### src/verilog/msr_pkg.sv
package msr_pkg;

    // ********************************************************
    // Register map
    // ********************************************************
    localparam logic [7:0] ADDR_FAN     = 8'h22;
    localparam logic [7:0] ADDR_MIXED   = 8'h23;
    localparam logic [7:0] ADDR_PINS    = 8'h24;
    localparam logic [7:0] STATUS_RESET = 8'h00;
    localparam logic [7:0] RD_UNMAPPED  = 8'h00;

    // Mixed register field positions
    localparam int BIT_INT_TEMP  = 0;
    localparam int BIT_BATTERY   = 1;
    localparam int BIT_AIN8      = 2;
    localparam int BIT_ALARM     = 3;
    localparam int BIT_FAN_REG   = 4;
    localparam int BIT_UNUSED    = 5;
    localparam int BIT_INTRUSION = 6;
    localparam int BIT_PIN16     = 7;

    // ********************************************************
    // General pins and polarity fields
    // ********************************************************
    localparam int LOW_PINS     = 8;
    localparam int PIN_COUNT    = 9;
    localparam int PIN16_IDX    = 8;
    localparam int PINS_PER_CFG = 4;
    localparam int POL_OFS      = 1;
    localparam int POL_STRIDE   = 2;

    // ********************************************************
    // Serial management bus
    // ********************************************************
    // Arbitrary default, not tied to any product
    localparam logic [6:0] DEV_ADDR_DEFAULT = 7'h2C;
    localparam logic [3:0] BIT_CNT_ZERO     = 4'h0;
    localparam logic [3:0] BIT_CNT_ONE      = 4'h1;
    localparam logic [3:0] BIT_CNT_BYTE     = 4'h8;
    localparam int         SYNC_WIDTH       = 12;

    typedef enum logic [8:0] {
        SMB_IDLE  = 9'h001,
        SMB_ADDR  = 9'h002,
        SMB_AACK  = 9'h004,
        SMB_PTR   = 9'h008,
        SMB_PACK  = 9'h010,
        SMB_WDATA = 9'h020,
        SMB_WACK  = 9'h040,
        SMB_RDATA = 9'h080,
        SMB_RACK  = 9'h100
    } msr_smb_state_t;

    // ********************************************************
    // Carriers
    // ********************************************************
    typedef struct packed {
        logic       fan_valid;
        logic [7:0] fan_over;
        logic       int_valid;
        logic       int_out;
        logic       bat_valid;
        logic       bat_out;
        logic       ain8_valid;
        logic       ain8_out;
    } msr_meas_t;

    typedef struct packed {
        logic int_alarm_edge;
        logic any_alarm_edge;
        logic fan_reg_edge;
        logic intrusion_clear;
    } msr_evt_t;

    typedef struct packed {
        logic [8:0] dir_out;
        logic [7:0] cfg_a;
        logic [7:0] cfg_b;
        logic       pol16;
    } msr_pincfg_t;

endpackage

### src/verilog/msr_sync.sv
`timescale 1ns/100ps
module msr_sync #(
    parameter int WIDTH = 1
) (
    input  wire logic             sys_clk,   // Device clock
    input  wire logic             rstn,      // Sync reset, active low
    input  wire logic [WIDTH-1:0] async_in,  // Foreign-domain levels
    output logic      [WIDTH-1:0] sync_out   // Two-stage synchronised
);

    logic [WIDTH-1:0] meta_reg;
    logic [WIDTH-1:0] sync_reg;

    // ********************************************************
    // Two flops; first stage read only by the second
    // ********************************************************
    always_ff @(posedge sys_clk)
    begin
        if (!rstn)
        begin
            meta_reg <= '0;
            sync_reg <= '0;
        end
        else
        begin
            meta_reg <= async_in;
            sync_reg <= meta_reg;
        end
    end

    assign sync_out = sync_reg;

endmodule // msr_sync

### src/verilog/msr_status_regs.sv
`timescale 1ns/100ps
module msr_status_regs #(
    parameter logic [6:0] DEV_ADDR = msr_pkg::DEV_ADDR_DEFAULT
) (
    input  wire logic                 sys_clk,       // Device clock, 200 MHz
    input  wire logic                 rstn,          // Sync reset, active low
    input  wire msr_pkg::msr_meas_t   meas,          // Conversion results
    input  wire msr_pkg::msr_evt_t    evt,           // Alarm and fan events
    input  wire msr_pkg::msr_pincfg_t pin_cfg,       // Pin direction, polarity
    input  wire logic                 intrusion_pin, // Chassis intrusion level
    input  wire logic                 scl_in,        // Bus clock pin
    input  wire logic                 sda_in,        // Bus data pin level
    output logic                      sda_out,       // Bus data drive value
    output logic                      sda_oe_n,      // Bus data enable, low drives
    input  wire logic [8:0]           pin_in,        // General pins 0-7 and 16
    output logic      [8:0]           pin_out,       // General pin drive levels
    output logic      [8:0]           pin_oe_n       // Pin enables, low drives
);

    // ********************************************************
    // Synchronised pins
    // ********************************************************
    logic [msr_pkg::SYNC_WIDTH-1:0] sync_bus;
    logic                           scl_s;
    logic                           sda_s;
    logic                           intr_s;
    logic [8:0]                     pin_s;

    msr_sync #(
        .WIDTH (msr_pkg::SYNC_WIDTH)
    ) u_sync (
        .sys_clk  (sys_clk),
        .rstn     (rstn),
        .async_in ({intrusion_pin, scl_in, sda_in, pin_in}),
        .sync_out (sync_bus)
    );

    assign pin_s  = sync_bus[8:0];
    assign sda_s  = sync_bus[9];
    assign scl_s  = sync_bus[10];
    assign intr_s = sync_bus[11];

    // ********************************************************
    // Bus edge detection
    // ********************************************************
    logic scl_d_reg;
    logic sda_d_reg;
    logic scl_rise;
    logic scl_fall;
    logic start_seen;
    logic stop_seen;

    always_ff @(posedge sys_clk)
    begin
        if (!rstn)
        begin
            scl_d_reg <= 1'b1;
            sda_d_reg <= 1'b1;
        end
        else
        begin
            scl_d_reg <= scl_s;
            sda_d_reg <= sda_s;
        end
    end

    assign scl_rise   = scl_s & ~scl_d_reg;
    assign scl_fall   = ~scl_s & scl_d_reg;
    assign start_seen = scl_s & scl_d_reg & sda_d_reg & ~sda_s;
    assign stop_seen  = scl_s & scl_d_reg & ~sda_d_reg & sda_s;

    // ********************************************************
    // Status storage
    // ********************************************************
    logic [7:0] fan_reg;
    logic       int_bit_reg;
    logic       bat_bit_reg;
    logic       ain8_bit_reg;
    logic       alarm_bit_reg;
    logic       fanreg_bit_reg;
    logic       intr_bit_reg;
    logic [8:0] drv_reg;
    logic [8:0] pin_stat_reg;
    logic [8:0] pol;
    logic [7:0] mixed_rd;
    logic [7:0] rd_data;
    logic       wr_pulse_reg;
    logic       rd_pulse_reg;
    logic [7:0] ptr_reg;
    logic [7:0] shift_reg;
    logic       wr_pins;
    logic       wr_mixed;
    logic       rd_mixed;

    assign wr_pins  = wr_pulse_reg && (ptr_reg == msr_pkg::ADDR_PINS);
    assign wr_mixed = wr_pulse_reg && (ptr_reg == msr_pkg::ADDR_MIXED);
    assign rd_mixed = rd_pulse_reg && (ptr_reg == msr_pkg::ADDR_MIXED);

    always_comb
    begin
        for (int i = 0; i < msr_pkg::LOW_PINS; i++)
        begin
            if (i < msr_pkg::PINS_PER_CFG)
                pol[i] = pin_cfg.cfg_a[i * msr_pkg::POL_STRIDE + msr_pkg::POL_OFS];
            else
                pol[i] = pin_cfg.cfg_b[(i - msr_pkg::PINS_PER_CFG) * msr_pkg::POL_STRIDE + msr_pkg::POL_OFS];
        end
        pol[msr_pkg::PIN16_IDX] = pin_cfg.pol16;
    end

    // fan limit capture, cleared by reset
    always_ff @(posedge sys_clk)
    begin
        if (!rstn)
            fan_reg <= msr_pkg::STATUS_RESET;
        else if (meas.fan_valid)
            fan_reg <= meas.fan_over;
    end

    always_ff @(posedge sys_clk)
    begin
        if (!rstn)
            int_bit_reg <= 1'b0;
        else if (evt.int_alarm_edge)
            int_bit_reg <= 1'b1;
        else if (meas.int_valid)
            int_bit_reg <= meas.int_out;
    end

    always_ff @(posedge sys_clk)
    begin
        if (!rstn)
        begin
            bat_bit_reg  <= 1'b0;
            ain8_bit_reg <= 1'b0;
        end
        else
        begin
            if (meas.bat_valid)
                bat_bit_reg <= meas.bat_out;
            if (meas.ain8_valid)
                ain8_bit_reg <= meas.ain8_out;
        end
    end

    // event bits, cleared by reading, set wins
    always_ff @(posedge sys_clk)
    begin
        if (!rstn)
        begin
            alarm_bit_reg  <= 1'b0;
            fanreg_bit_reg <= 1'b0;
        end
        else
        begin
            if (evt.any_alarm_edge)
                alarm_bit_reg <= 1'b1;
            else if (rd_mixed)
                alarm_bit_reg <= 1'b0;
            if (evt.fan_reg_edge)
                fanreg_bit_reg <= 1'b1;
            else if (rd_mixed)
                fanreg_bit_reg <= 1'b0;
        end
    end

    // intrusion latch; clear only from outside, set wins
    always_ff @(posedge sys_clk)
    begin
        if (!rstn)
            intr_bit_reg <= 1'b0;
        else if (intr_s)
            intr_bit_reg <= 1'b1;
        else if (evt.intrusion_clear)
            intr_bit_reg <= 1'b0;
    end

    always_ff @(posedge sys_clk)
    begin
        if (!rstn)
            drv_reg <= '0;
        else
        begin
            for (int i = 0; i < msr_pkg::LOW_PINS; i++)
                if (wr_pins && pin_cfg.dir_out[i])
                    drv_reg[i] <= shift_reg[i];
            if (wr_mixed && pin_cfg.dir_out[msr_pkg::PIN16_IDX])
                drv_reg[msr_pkg::PIN16_IDX] <= shift_reg[msr_pkg::BIT_PIN16];
        end
    end

    // input pins read asserted per polarity
    always_ff @(posedge sys_clk)
    begin
        if (!rstn)
            pin_stat_reg <= '0;
        else
        begin
            for (int i = 0; i < msr_pkg::PIN_COUNT; i++)
                pin_stat_reg[i] <= pin_cfg.dir_out[i] ? drv_reg[i] : ~(pin_s[i] ^ pol[i]);
        end
    end

    // pin drive; polarity 1 means active high
    always_ff @(posedge sys_clk)
    begin
        if (!rstn)
        begin
            pin_out  <= '0;
            pin_oe_n <= '1;
        end
        else
        begin
            pin_out  <= ~(drv_reg ^ pol);
            pin_oe_n <= ~pin_cfg.dir_out;
        end
    end

    always_comb
    begin
        mixed_rd                          = msr_pkg::STATUS_RESET;
        mixed_rd[msr_pkg::BIT_INT_TEMP]   = int_bit_reg;
        mixed_rd[msr_pkg::BIT_BATTERY]    = bat_bit_reg;
        mixed_rd[msr_pkg::BIT_AIN8]       = ain8_bit_reg;
        mixed_rd[msr_pkg::BIT_ALARM]      = alarm_bit_reg;
        mixed_rd[msr_pkg::BIT_FAN_REG]    = fanreg_bit_reg;
        mixed_rd[msr_pkg::BIT_INTRUSION]  = intr_bit_reg;
        mixed_rd[msr_pkg::BIT_PIN16]      = pin_stat_reg[msr_pkg::PIN16_IDX];
    end

    always_comb
    begin
        if (ptr_reg == msr_pkg::ADDR_FAN)
            rd_data = fan_reg;
        else if (ptr_reg == msr_pkg::ADDR_MIXED)
            rd_data = mixed_rd;
        else if (ptr_reg == msr_pkg::ADDR_PINS)
            rd_data = pin_stat_reg[7:0];
        else
            rd_data = msr_pkg::RD_UNMAPPED;
    end

    // ********************************************************
    // Bus slave: write byte, read byte, receive byte
    // ********************************************************
    msr_pkg::msr_smb_state_t state_reg;
    logic [3:0]              bit_cnt_reg;
    logic                    is_read_reg;
    logic                    sda_oe_n_reg;

    // Open drain: only ever pulls low
    assign sda_out  = 1'b0;
    assign sda_oe_n = sda_oe_n_reg;

    always_ff @(posedge sys_clk)
    begin
        if (!rstn)
        begin
            state_reg    <= msr_pkg::SMB_IDLE;
            bit_cnt_reg  <= msr_pkg::BIT_CNT_ZERO;
            shift_reg    <= msr_pkg::STATUS_RESET;
            ptr_reg      <= msr_pkg::STATUS_RESET;
            is_read_reg  <= 1'b0;
            sda_oe_n_reg <= 1'b1;
            wr_pulse_reg <= 1'b0;
            rd_pulse_reg <= 1'b0;
        end
        else
        begin
            wr_pulse_reg <= 1'b0;
            rd_pulse_reg <= 1'b0;
            if (stop_seen)
            begin
                state_reg    <= msr_pkg::SMB_IDLE;
                sda_oe_n_reg <= 1'b1;
            end
            else if (start_seen)
            begin
                state_reg    <= msr_pkg::SMB_ADDR;
                bit_cnt_reg  <= msr_pkg::BIT_CNT_ZERO;
                sda_oe_n_reg <= 1'b1;
            end
            else if (scl_rise)
            begin
                case (state_reg)
                    msr_pkg::SMB_ADDR, msr_pkg::SMB_PTR, msr_pkg::SMB_WDATA:
                    begin
                        shift_reg   <= {shift_reg[6:0], sda_s};
                        bit_cnt_reg <= bit_cnt_reg + msr_pkg::BIT_CNT_ONE;
                    end
                    msr_pkg::SMB_RDATA:
                        bit_cnt_reg <= bit_cnt_reg + msr_pkg::BIT_CNT_ONE;
                    // Master not-acknowledge ends the read
                    msr_pkg::SMB_RACK:
                        if (sda_s)
                            state_reg <= msr_pkg::SMB_IDLE;
                    default:
                        state_reg <= state_reg;
                endcase
            end
            else if (scl_fall)
            begin
                case (state_reg)
                    msr_pkg::SMB_ADDR:
                        if (bit_cnt_reg == msr_pkg::BIT_CNT_BYTE)
                        begin
                            if (shift_reg[7:1] == DEV_ADDR)
                            begin
                                state_reg    <= msr_pkg::SMB_AACK;
                                is_read_reg  <= shift_reg[0];
                                sda_oe_n_reg <= 1'b0;
                            end
                            else
                                state_reg <= msr_pkg::SMB_IDLE;
                        end
                    msr_pkg::SMB_PTR:
                        if (bit_cnt_reg == msr_pkg::BIT_CNT_BYTE)
                        begin
                            ptr_reg      <= shift_reg;
                            state_reg    <= msr_pkg::SMB_PACK;
                            sda_oe_n_reg <= 1'b0;
                        end
                    // data lands only through the gated stores
                    msr_pkg::SMB_WDATA:
                        if (bit_cnt_reg == msr_pkg::BIT_CNT_BYTE)
                        begin
                            wr_pulse_reg <= 1'b1;
                            state_reg    <= msr_pkg::SMB_WACK;
                            sda_oe_n_reg <= 1'b0;
                        end
                    msr_pkg::SMB_AACK, msr_pkg::SMB_RACK:
                    begin
                        bit_cnt_reg <= msr_pkg::BIT_CNT_ZERO;
                        if (is_read_reg)
                        begin
                            state_reg    <= msr_pkg::SMB_RDATA;
                            shift_reg    <= rd_data;
                            rd_pulse_reg <= 1'b1;
                            sda_oe_n_reg <= rd_data[7];
                        end
                        else
                        begin
                            state_reg    <= msr_pkg::SMB_PTR;
                            sda_oe_n_reg <= 1'b1;
                        end
                    end
                    // No auto-increment: repeated bytes go to one register
                    msr_pkg::SMB_PACK, msr_pkg::SMB_WACK:
                    begin
                        bit_cnt_reg  <= msr_pkg::BIT_CNT_ZERO;
                        state_reg    <= msr_pkg::SMB_WDATA;
                        sda_oe_n_reg <= 1'b1;
                    end
                    msr_pkg::SMB_RDATA:
                        if (bit_cnt_reg == msr_pkg::BIT_CNT_BYTE)
                        begin
                            state_reg    <= msr_pkg::SMB_RACK;
                            sda_oe_n_reg <= 1'b1;
                        end
                        else
                        begin
                            sda_oe_n_reg <= shift_reg[6];
                            shift_reg    <= {shift_reg[6:0], 1'b0};
                        end
                    default:
                        state_reg <= state_reg;
                endcase
            end
        end
    end
endmodule // msr_status_regs

### config.mk
export PLATFORM = sky130hd
export DESIGN_NAME = msr_status_regs
export DESIGN_NICKNAME = d
export VERILOG_FILES = /design/src/verilog/msr_pkg.sv /design/src/verilog/msr_sync.sv /design/src/verilog/msr_status_regs.sv
export SDC_FILE = /design/constraint.sdc
export NUM_CORES = 1
export LEC_CHECK = 0
export BUFFER_PORTS_ARGS = -buffer_cell sky130_fd_sc_hd__buf_2
export CAP_MARGIN = 5
export CORE_MARGIN = 2
export CORE_UTILIZATION = 49
export DETAILED_ROUTE_END_ITERATION = 7
export HOLD_SLACK_MARGIN = 0.12
export PLACE_DENSITY_LB_ADDON = 0.2
export SLEW_MARGIN = 30
export SYNTH_ARGS = -nofsm -noshare
export SYNTH_HDL_FRONTEND = slang
export SYNTH_SLANG_ARGS = --single-unit
export TNS_END_PERCENT = 20
### constraint.sdc
create_clock -name sys_clk -period 3.3 [get_ports sys_clk]
set_input_delay 0.495 -clock sys_clk [delete_from_list [all_inputs] [get_ports sys_clk]]
set_output_delay 0.495 -clock sys_clk [all_outputs]
set_load 0.01 [all_outputs]
==> results.yml, run 1 <==
run_status:
  status: "complete, no violations"
floorplan:
  die_h_um: 102
  placementRows: 35
  dieArea_um2: 10400
  core_um2: 9280
  ios: 79
  die_w_um: 102
  start_util: 0.508
critical_path:
  end_kind: "flop"
  worstPathCellList: "or4b_2, o31a_1, and2_4, a2111oi_4, buf_4, o311ai_0, o211a_1"
  max_stage_delay_ps: 680
  path_max_fanout: 11
  cp.required_ps: 3570
  arrival_ps: 3090
  critPathSlowestCell: "or4b_2"
  cp-start-kind: "flop"
  path_class: "reg -> reg"
logic_synthesis:
  synth.yosys.seq_area_share: 0.463
  synth.avg_cell_area_um2: 9.43
  ys_ff_latch: 109
  synthTopCellsByArea: "dfxtp_1 (46%), mux2i_1 (6.8%), and2_1 (5.8%)"
  synth-async-reset-ratio: 0
  syn_area_um2: 4710
  synth.top_cell.area_share: 0.463
  ys.flop_type: "dfxtp_1"
  synth_top_cells_by_count: "dfxtp_1 (109), nand2_1 (54), and2_1 (44)"
  synth_most_common_cell: "dfxtp_1"
  synth_warnings: 0
  yosysUniqueCellTypes: 59
  yosys.area.top_type: "dfxtp_1"
  synth_cells: 500
  synth_nets: 565
  synth_edf_count: 0
power:
  p_total_w: 0.00232
  ir_worst_vdd_mv: 0.263
  power_density_nw_per_um2: 436
  leakage_nw: 2.31
layout:
  fillers: 889
  multiInputGateArea_um2: 2370
  antennaDiodeCount: 0
  seq_area_um2: 2180
  layout.nets: 618
  drive_above_1_share: 0.183
  area_delta_synth_final_pct: 13.0
  utilization: 0.574
clock_network:
  path_clk_slew_ps: 110
  numClockSinks: 109
  cts_tree: "built"
  clk_latency_ps: 370
  post_cts_buffers: 0
  cts_htree_levels: 3
  cts_max_path_buffers: 2
  cts_buffers: 9
  cts-root-buf: "clkbuf_8"
  cts_hold_buffers: 0
  ctsResizeCount: 0
drt:
  drtPass1Iterations: 4
  vias: 3578
  wl_per_cell_um: 14.4
  drtIter0Drc: 149
  wirelength_mm: 9.89
  via_per_inst: 5.21
  drc: 0
  ant_nets: 0
grt:
  track_usage: 0.200
  antenna_found_initial: 0
  grt_pass1_wl_mm: 16.4
  grt_pass1_vias: 3379
  grt_max_degree: 55
  overflow: 0
placed_design:
  dpl.hpwl_mm: 7.10
  port_buffers: 69
  globalplace.congestion: 0.890
sta:
  tightest_slew_ps: 796
  setup_viol: 0
  fmax_mhz: 355
  drv_slew: 0
  fin_crit_ps: 2820
  hold_viol_final: 0
  fin_tns_setup_ps: 0
  relSlewSlack: 0.469
  rsz0062_at_grt: "false"
  clock_skew_ps: 14.1
  timing.hold.ws_ps: 309
  fin_crit_sh: 0.855
job:
  maxCapViolCount: 0
worst_hold_path:
  hold_class: "in -> reg"
where the power goes:
part           leakage [nW]  total (W)  switching (W)  internal (W)
combinational          1.32   0.000166      0.0000829     0.0000832
clock                0.0932   0.000771       0.000477      0.000295
sequential            0.894    0.00138      0.0000235       0.00136
total                  2.31    0.00232       0.000583       0.00174
final cells by class:
type                       instances  area share
clock buffer                      11      0.0247
tap                              129      0.0303
multi-input combinational        352       0.446
sequential                       109       0.410
inverter                           7     0.00493
timing repair buffer              74      0.0742
clock inverter                     5      0.0101
placed cells by master (no fill, tap or decap), types with 6 or more instances in the layout:
cell type | Yosys | final
dfxtp_1 | 109 | 109
o211a_1 | 8 | 8
inv_1 | 7 | 7
buf_2 | 5 | 69
a21oi_1 | 20 | 20
a22oi_1 | 7 | 7
nand2_1 | 54 | 54
o311ai_0 | 6 | 6
clkbuf_8 | 0 | 9
xor2_1 | 14 | 14
nor2_1 | 27 | 27
and2_1 | 44 | 44
mux2i_1 | 32 | 32
ha_1 | 6 | 6
nor2b_1 | 34 | 34
o21ai_0 | 16 | 16
xnor2_1 | 10 | 10
worst max-delay path: cells and delay by family, from the launching register on:
family                 cells  cell delay (ps)
DFF                        1              540
AOI/OAI and AO/OA          4             1090
buffers and inverters      1              260
and+or+nand+nor            2              830
layer usage:
layer	vias up	global-route usage	wire length (um)
li1	1818	-	-
met1	1676	0.287	4880
met2	75	0.305	4450
met3	9	0.0431	450
met4	0	0.0585	109
met5	-	0	0
final timing paths:
path	end	cells past startpoint	slack [ps]	from
worst min-delay path	pin_oe_n[1]$_SDFF_PN1_	2	310	pin_cfg[18]
worst max-delay path	shift_reg[6]$_SDFFE_PN0P_	7	480	state_reg[7]$_SDFFE_PP0P_
worst min register to register	u_sync.sync_out[8]$_SDFF_PN0_	1	440	u_sync.meta_reg[8]$_SDFF_PN0_
worst max register to register	shift_reg[6]$_SDFFE_PN0P_	7	480	state_reg[7]$_SDFFE_PP0P_
stage by stage:
| step | area [um^2] | instances | worst slack (ps) |
|---|---|---|---|
| 6_report | 5330 | 687 | 479 |
| 2_1_floorplan | 4710 | 500 | 1030 |
| 3_5_place_dp | 5130 | 671 | 533 |
| 4_1_cts | 5320 | 687 | 527 |
| 5_1_grt | 5330 | 687 | 358 |
| 3_3_place_gp | 5130 | 671 | 540 |
cell families (layout without fill, tap and decap cells):
logic type,after synthesis,in the layout,share of synthesized area
xor gates and xnor gates,24,24,0.0446
adders and majority gates,6,6,0.0159
muxes,33,33,0.0703
DFF,109,109,0.463
buffers and inverters,39,97,0.0356
other,1,1,0.000795
and+or+nand+nor,210,210,0.247
AOI/OAI and AO/OA,78,78,0.123
No activity file was read; power rests on OpenSTA's default activity.
==> run 2, diff against run 1 <==
CELL_PAD_IN_SITES_DETAIL_PLACEMENT = 0   (was unset)
CELL_PAD_IN_SITES_GLOBAL_PLACEMENT = 1   (was unset)
CORE_UTILIZATION = 43   (was 49)
==> run 2 against run 1 <==
Net effect:
- first-iteration DRC count fell by 30%
- largest cell class unchanged
- critical path type unchanged
- final cell count up 1.7%
- sequential share of layout area down 0.49 points
- die area rose by 13%
- via count stayed put
==> results.yml, run 2 (synthesis results as in run 1) <==
drt:
  wl_per_cell_um: 14.7
  ant_nets: 0
  via_per_inst: 5.12
  drtIter0Drc: 105
  vias: 3578
  drc: 0
  drtPass1Iterations: 4
  wirelength_mm: 10.3
grt:
  track_usage: 0.179
  grt_pass1_vias: 3255
  grt_max_degree: 49
  grt_pass1_wl_mm: 16.3
  antenna_found_initial: 0
  overflow: 0
critical_path:
  crit_family: "simple AND/OR/NAND/NOR gates"
  path_class: "reg -> reg"
  cp.required_ps: 3580
  critical_path_buf_inv_count: 0
  path_max_fanout: 12
  end_kind: "flop"
  max_stage_delay_ps: 620
  critPathSlowestCell: "a2111oi_4"
  cp-start-kind: "flop"
  arrival_ps: 3180
  worstPathCellList: "nor4_1, nand4b_1, and2_4, a2111oi_4, o311ai_0, o211a_1"
clock_network:
  ctsResizeCount: 0
  post_cts_buffers: 0
  cts_htree_levels: 3
  path_clk_slew_ps: 110
  cts_hold_buffers: 0
  cts_tree: "built"
  cts-root-buf: "clkbuf_8"
  cts_max_path_buffers: 2
  clk_latency_ps: 380
  cts_buffers: 9
  numClockSinks: 109
sta:
  hold_viol_final: 0
  fin_tns_setup_ps: 0
  fin_crit_ps: 2890
  setup_viol: 0
  fin_crit_sh: 0.877
  tightest_slew_ps: 988
  relSlewSlack: 0.340
  fin_ws_ps: 405
  fmax_mhz: 345
  drv_slew: 0
  rsz0062_at_grt: "false"
  clock_skew_ps: 12.6
floorplan:
  dieArea_um2: 11800
  placementRows: 38
  die_w_um: 109
  ios: 79
  die_h_um: 109
  core_um2: 10700
  start_util: 0.439
placed_design:
  globalplace.congestion: 0.844
  port_buffers: 69
  dpl.hpwl_mm: 7.34
  postPlaceCellArea_um2: 5140
  dpl_worst_slack_ps: 459
run_status:
  status: "complete, no violations"
layout:
  area_delta_synth_final_pct: 14.3
  antennaDiodeCount: 0
  layout.nets: 619
  mostFrequentLayoutCells: "dfxtp_1 (109), buf_2 (69), nand2_1 (54)"
  drive_above_1_share: 0.188
  final_common_cell: "dfxtp_1"
  fin_area_um2: 5390
job:
  maxCapViolCount: 0
power:
  leakage_nw: 2.34
  ir_worst_vdd_mv: 0.299
  power_density_nw_per_um2: 471
worst_hold_path:
  hold_class: "in -> reg"
-- run 2: worst paths after layout --
check | from | endpoint | slack (ps) | depth (start not counted)
min | pin_cfg[20] | pin_oe_n[3]$_SDFF_PN1_ | 310 | 2
max reg2reg | state_reg[4]$_SDFFE_PP0P_ | shift_reg[1]$_SDFFE_PN0P_ | 410 | 6
min reg2reg | u_sync.meta_reg[5]$_SDFF_PN0_ | u_sync.sync_out[5]$_SDFF_PN0_ | 440 | 1
max | state_reg[4]$_SDFFE_PP0P_ | shift_reg[1]$_SDFFE_PN0P_ | 410 | 6
-- run 2: area by class of cell --
cell class / count / area [um^2]
Multi-Input combinational cell: 352 / 2360
Fill cell: 1057 / 5360
Timing Repair Buffer: 75 / 390
Inverter: 7 / 26.3
Clock buffer: 9 / 124
Tap cell: 140 / 175
Clock inverter: 7 / 128
Sequential cell: 109 / 2180
-- run 2: stage by stage --
stage | total power [W] | utilization | std cells | hold slack (ps)
3_5_place_dp | 0.00158 | 0.478 | 683 | 419
3_3_place_gp | 0.00158 | 0.478 | 683 | 414
5_1_grt | 0.00264 | 0.502 | 699 | 292
4_1_cts | 0.00256 | 0.502 | 699 | 298
6_report | 0.00254 | 0.502 | 699 | 308
2_1_floorplan | 0.00151 | - | 500 | 412
-- run 2: report_power, final --
part	internal, W	leakage, nW	switching [W]	total (W)
Combinational	0.0000824	1.32	0.0000842	0.000167
Sequential	0.00136	0.894	0.0000234	0.00138
Clock	0.000516	0.126	0.000472	0.000988
Total	0.00196	2.34	0.000580	0.00254
-- run 2: layer usage --
metal,wire length (um),track usage,up-vias
li1,-,-,1826
met2,4460,0.265,82
met5,0,0,-
met1,5130,0.256,1658
met3,508,0.0323,12
met4,180,0.0723,0
==> run 3, diff against run 2 <==
CORE_UTILIZATION = 26   (was 43)
CTS_CLUSTER_SIZE = 10   (was unset)
SYNTH_HIERARCHICAL = 1   (was unset)
==> run 3 against run 2 <==
Net effect:
- clock power up 9%
- flip-flop and latch count unchanged
- clock skew down 4.3 ps
- hold slack better by 19 ps
- critical endpoint is now shift_reg[7]$_SDFFE_PN0P_
- highest routed layer unchanged
==> results.yml, run 3 <==
sta:
  rsz0062_at_grt: "false"
  setup_viol: 0
  hold_viol_final: 0
  timing.hold.ws_ps: 327
  clock_skew_ps: 8.33
  fin_crit_ps: 2400
  fmax_mhz: 416
  relSlewSlack: 0.543
  fin_crit_sh: 0.729
  fin_tns_setup_ps: 0
  tightest_slew_ps: 684
  drv_slew: 0
power:
  p_total_w: 0.00262
  power_density_nw_per_um2: 471
  combPwrFrac: 0.064
  power.internal_w: 0.00199
  leakage_nw: 2.31
  p_sw_w: 0.000637
  ir_worst_vdd_mv: 0.258
  seqPwrFrac: 0.526
  power.share.switching: 0.243
  p_clk_frac: 0.410
layout:
  mostFrequentLayoutCells: "dfxtp_1 (109), buf_2 (69), nand2_1 (51)"
  multiInputGateArea_um2: 2380
  utilization: 0.310
  antennaDiodeCount: 0
  final_common_cell: "dfxtp_1"
  layout.nets: 622
  fillers: 1922
  drive_above_1_share: 0.214
  area_delta_synth_final_pct: 17.3
  seq_area_um2: 2180
critical_path:
  end_kind: "flop"
  path_max_fanout: 14
  timing.rr.start: "state_reg[4]$_SDFFE_PP0P_"
  arrival_ps: 2650
  path_class: "reg -> reg"
  cp-start-kind: "flop"
  rrSetupSlack_ps: 900
  r2r_cells: 5
  cp.required_ps: 3550
  r2r_end: "shift_reg[7]$_SDFFE_PN0P_"
logic_synthesis:
  ys_ff_latch: 109
  ys.flop_type: "dfxtp_1"
  synth_warnings: 6
  yosysUniqueCellTypes: 63
  synth.yosys.seq_area_share: 0.460
  synth_edf_count: 0
  synth_top_cells_by_count: "dfxtp_1 (109), nand2_1 (51), nor2b_1 (37)"
  syn_area_um2: 4750
  synth.top_cell.area_share: 0.460
  synth_cells: 499
  synthTopCellsByArea: "dfxtp_1 (46%), mux2i_1 (6.1%), nor2b_1 (4.9%)"
  synth_most_common_cell: "dfxtp_1"
  synth.avg_cell_area_um2: 9.51
  yosys.area.top_type: "dfxtp_1"
  synth_nets: 564
  synth-async-reset-ratio: 0
grt:
  overflow: 0
  grt_max_degree: 56
  antenna_found_initial: 0
  grt_pass1_wl_mm: 18.9
  track_usage: 0.123
  grt_pass1_vias: 3568
clock_network:
  cts_hold_buffers: 0
  cts_htree_levels: 3
  cts_tree: "built"
  cts_buffers: 9
  post_cts_buffers: 0
  ctsResizeCount: 0
  cts_max_path_buffers: 2
  clk_latency_ps: 360
  numClockSinks: 109
  path_clk_slew_ps: 80
  cts-root-buf: "clkbuf_16"
floorplan:
  start_util: 0.264
  placementRows: 49
  die_h_um: 139
  die_w_um: 139
  ios: 79
  core_um2: 18000
  dieArea_um2: 19400
drt:
  wl_per_cell_um: 14.8
  via_per_inst: 4.55
  drtIter0Drc: 162
  wirelength_mm: 11.7
  vias: 3597
  ant_nets: 0
  drtPass1Iterations: 4
  drc: 0
run_status:
  status: "complete, no violations"
job:
  maxCapViolCount: 0
worst_hold_path:
  hold_depth: 2
  hold_path.startpoint: "pin_cfg[20]"
  hold_end: "pin_oe_n[3]$_SDFF_PN1_"
  hold_class: "in -> reg"
placed_design:
  port_buffers: 69
  globalplace.congestion: 0.878
  dpl.hpwl_mm: 8.77
## run 3: changes by cell type after synthesis, moves of 7 or more
cell	change
o211a_1	-7
and2_1	-16
and2_2	+18
nor2_1	-7
nand3_1	+7
## run 3: cell families after synthesis
logic type,Yosys count,synth area share
compound gates,83,0.123
simple gates,208,0.254
mux,30,0.0635
flops,109,0.460
fa+ha+maj,6,0.0158
buf+inv,38,0.0385
other cells,1,0.000790
xor+xnor,24,0.0443
## run 3: power groups by stage
stage | clock network, W | registers, W | logic (W)
floorplan | 0 | 0.00141 | 0.0000992
global placement | 0 | 0.00141 | 0.000170
detailed placement | 0 | 0.00141 | 0.000172
CTS | 0.00112 | 0.00138 | 0.000173
global route | 0.00117 | 0.00138 | 0.000190
finish | 0.00108 | 0.00138 | 0.000169
## run 3: critical path: stages (launching register included)
cell and delay (ps):
dfxtp_1 380, nor4_4 430, nand3_2 260, o221ai_1 280
nand4b_2 440, o311a_1 490
## run 3: worst max-delay path by stage
stage | start | depth (start not counted) | slack, ps | to
4_1_cts | state_reg[0]$_SDFFE_PP1P_ | 5 | 890 | shift_reg[7]$_SDFFE_PN0P_
6_report | state_reg[4]$_SDFFE_PP0P_ | 5 | 900 | shift_reg[7]$_SDFFE_PN0P_
3_5_place_dp | state_reg[4]$_SDFFE_PP0P_ | 5 | 910 | shift_reg[7]$_SDFFE_PN0P_
2_1_floorplan | state_reg[6]$_SDFFE_PP0P_ | 7 | 1260 | state_reg[3]$_SDFFE_PP0P_
3_3_place_gp | state_reg[0]$_SDFFE_PP1P_ | 5 | 900 | shift_reg[7]$_SDFFE_PN0P_
5_1_grt | state_reg[3]$_SDFFE_PP0P_ | 6 | 700 | shift_reg[2]$_SDFFE_PN0P_
## run 3: per-layer routing
metal,GRT usage,wire length [um]
met5,0,0
met4,0.0372,198
met3,0.0331,446
met2,0.197,5440
met1,0.164,5660
## run 3: cell type report
type                    count  area share
clock buffers              10      0.0429
clock inverters             6     0.00967
inverters                  11     0.00742
multi-input cells         352       0.428
flip-flops and latches    109       0.392
well taps                 229      0.0515
repair buffers             74      0.0688
## run 3: through the flow
step / std cells / cell area, um^2 / setup slack (ps)
after floorplan: 499 / 4750 / 1260
after global placement: 775 / 5270 / 902
after detailed placement: 775 / 5270 / 905
after CTS: 791 / 5570 / 888
after global routing: 791 / 5570 / 699
final: 791 / 5570 / 895
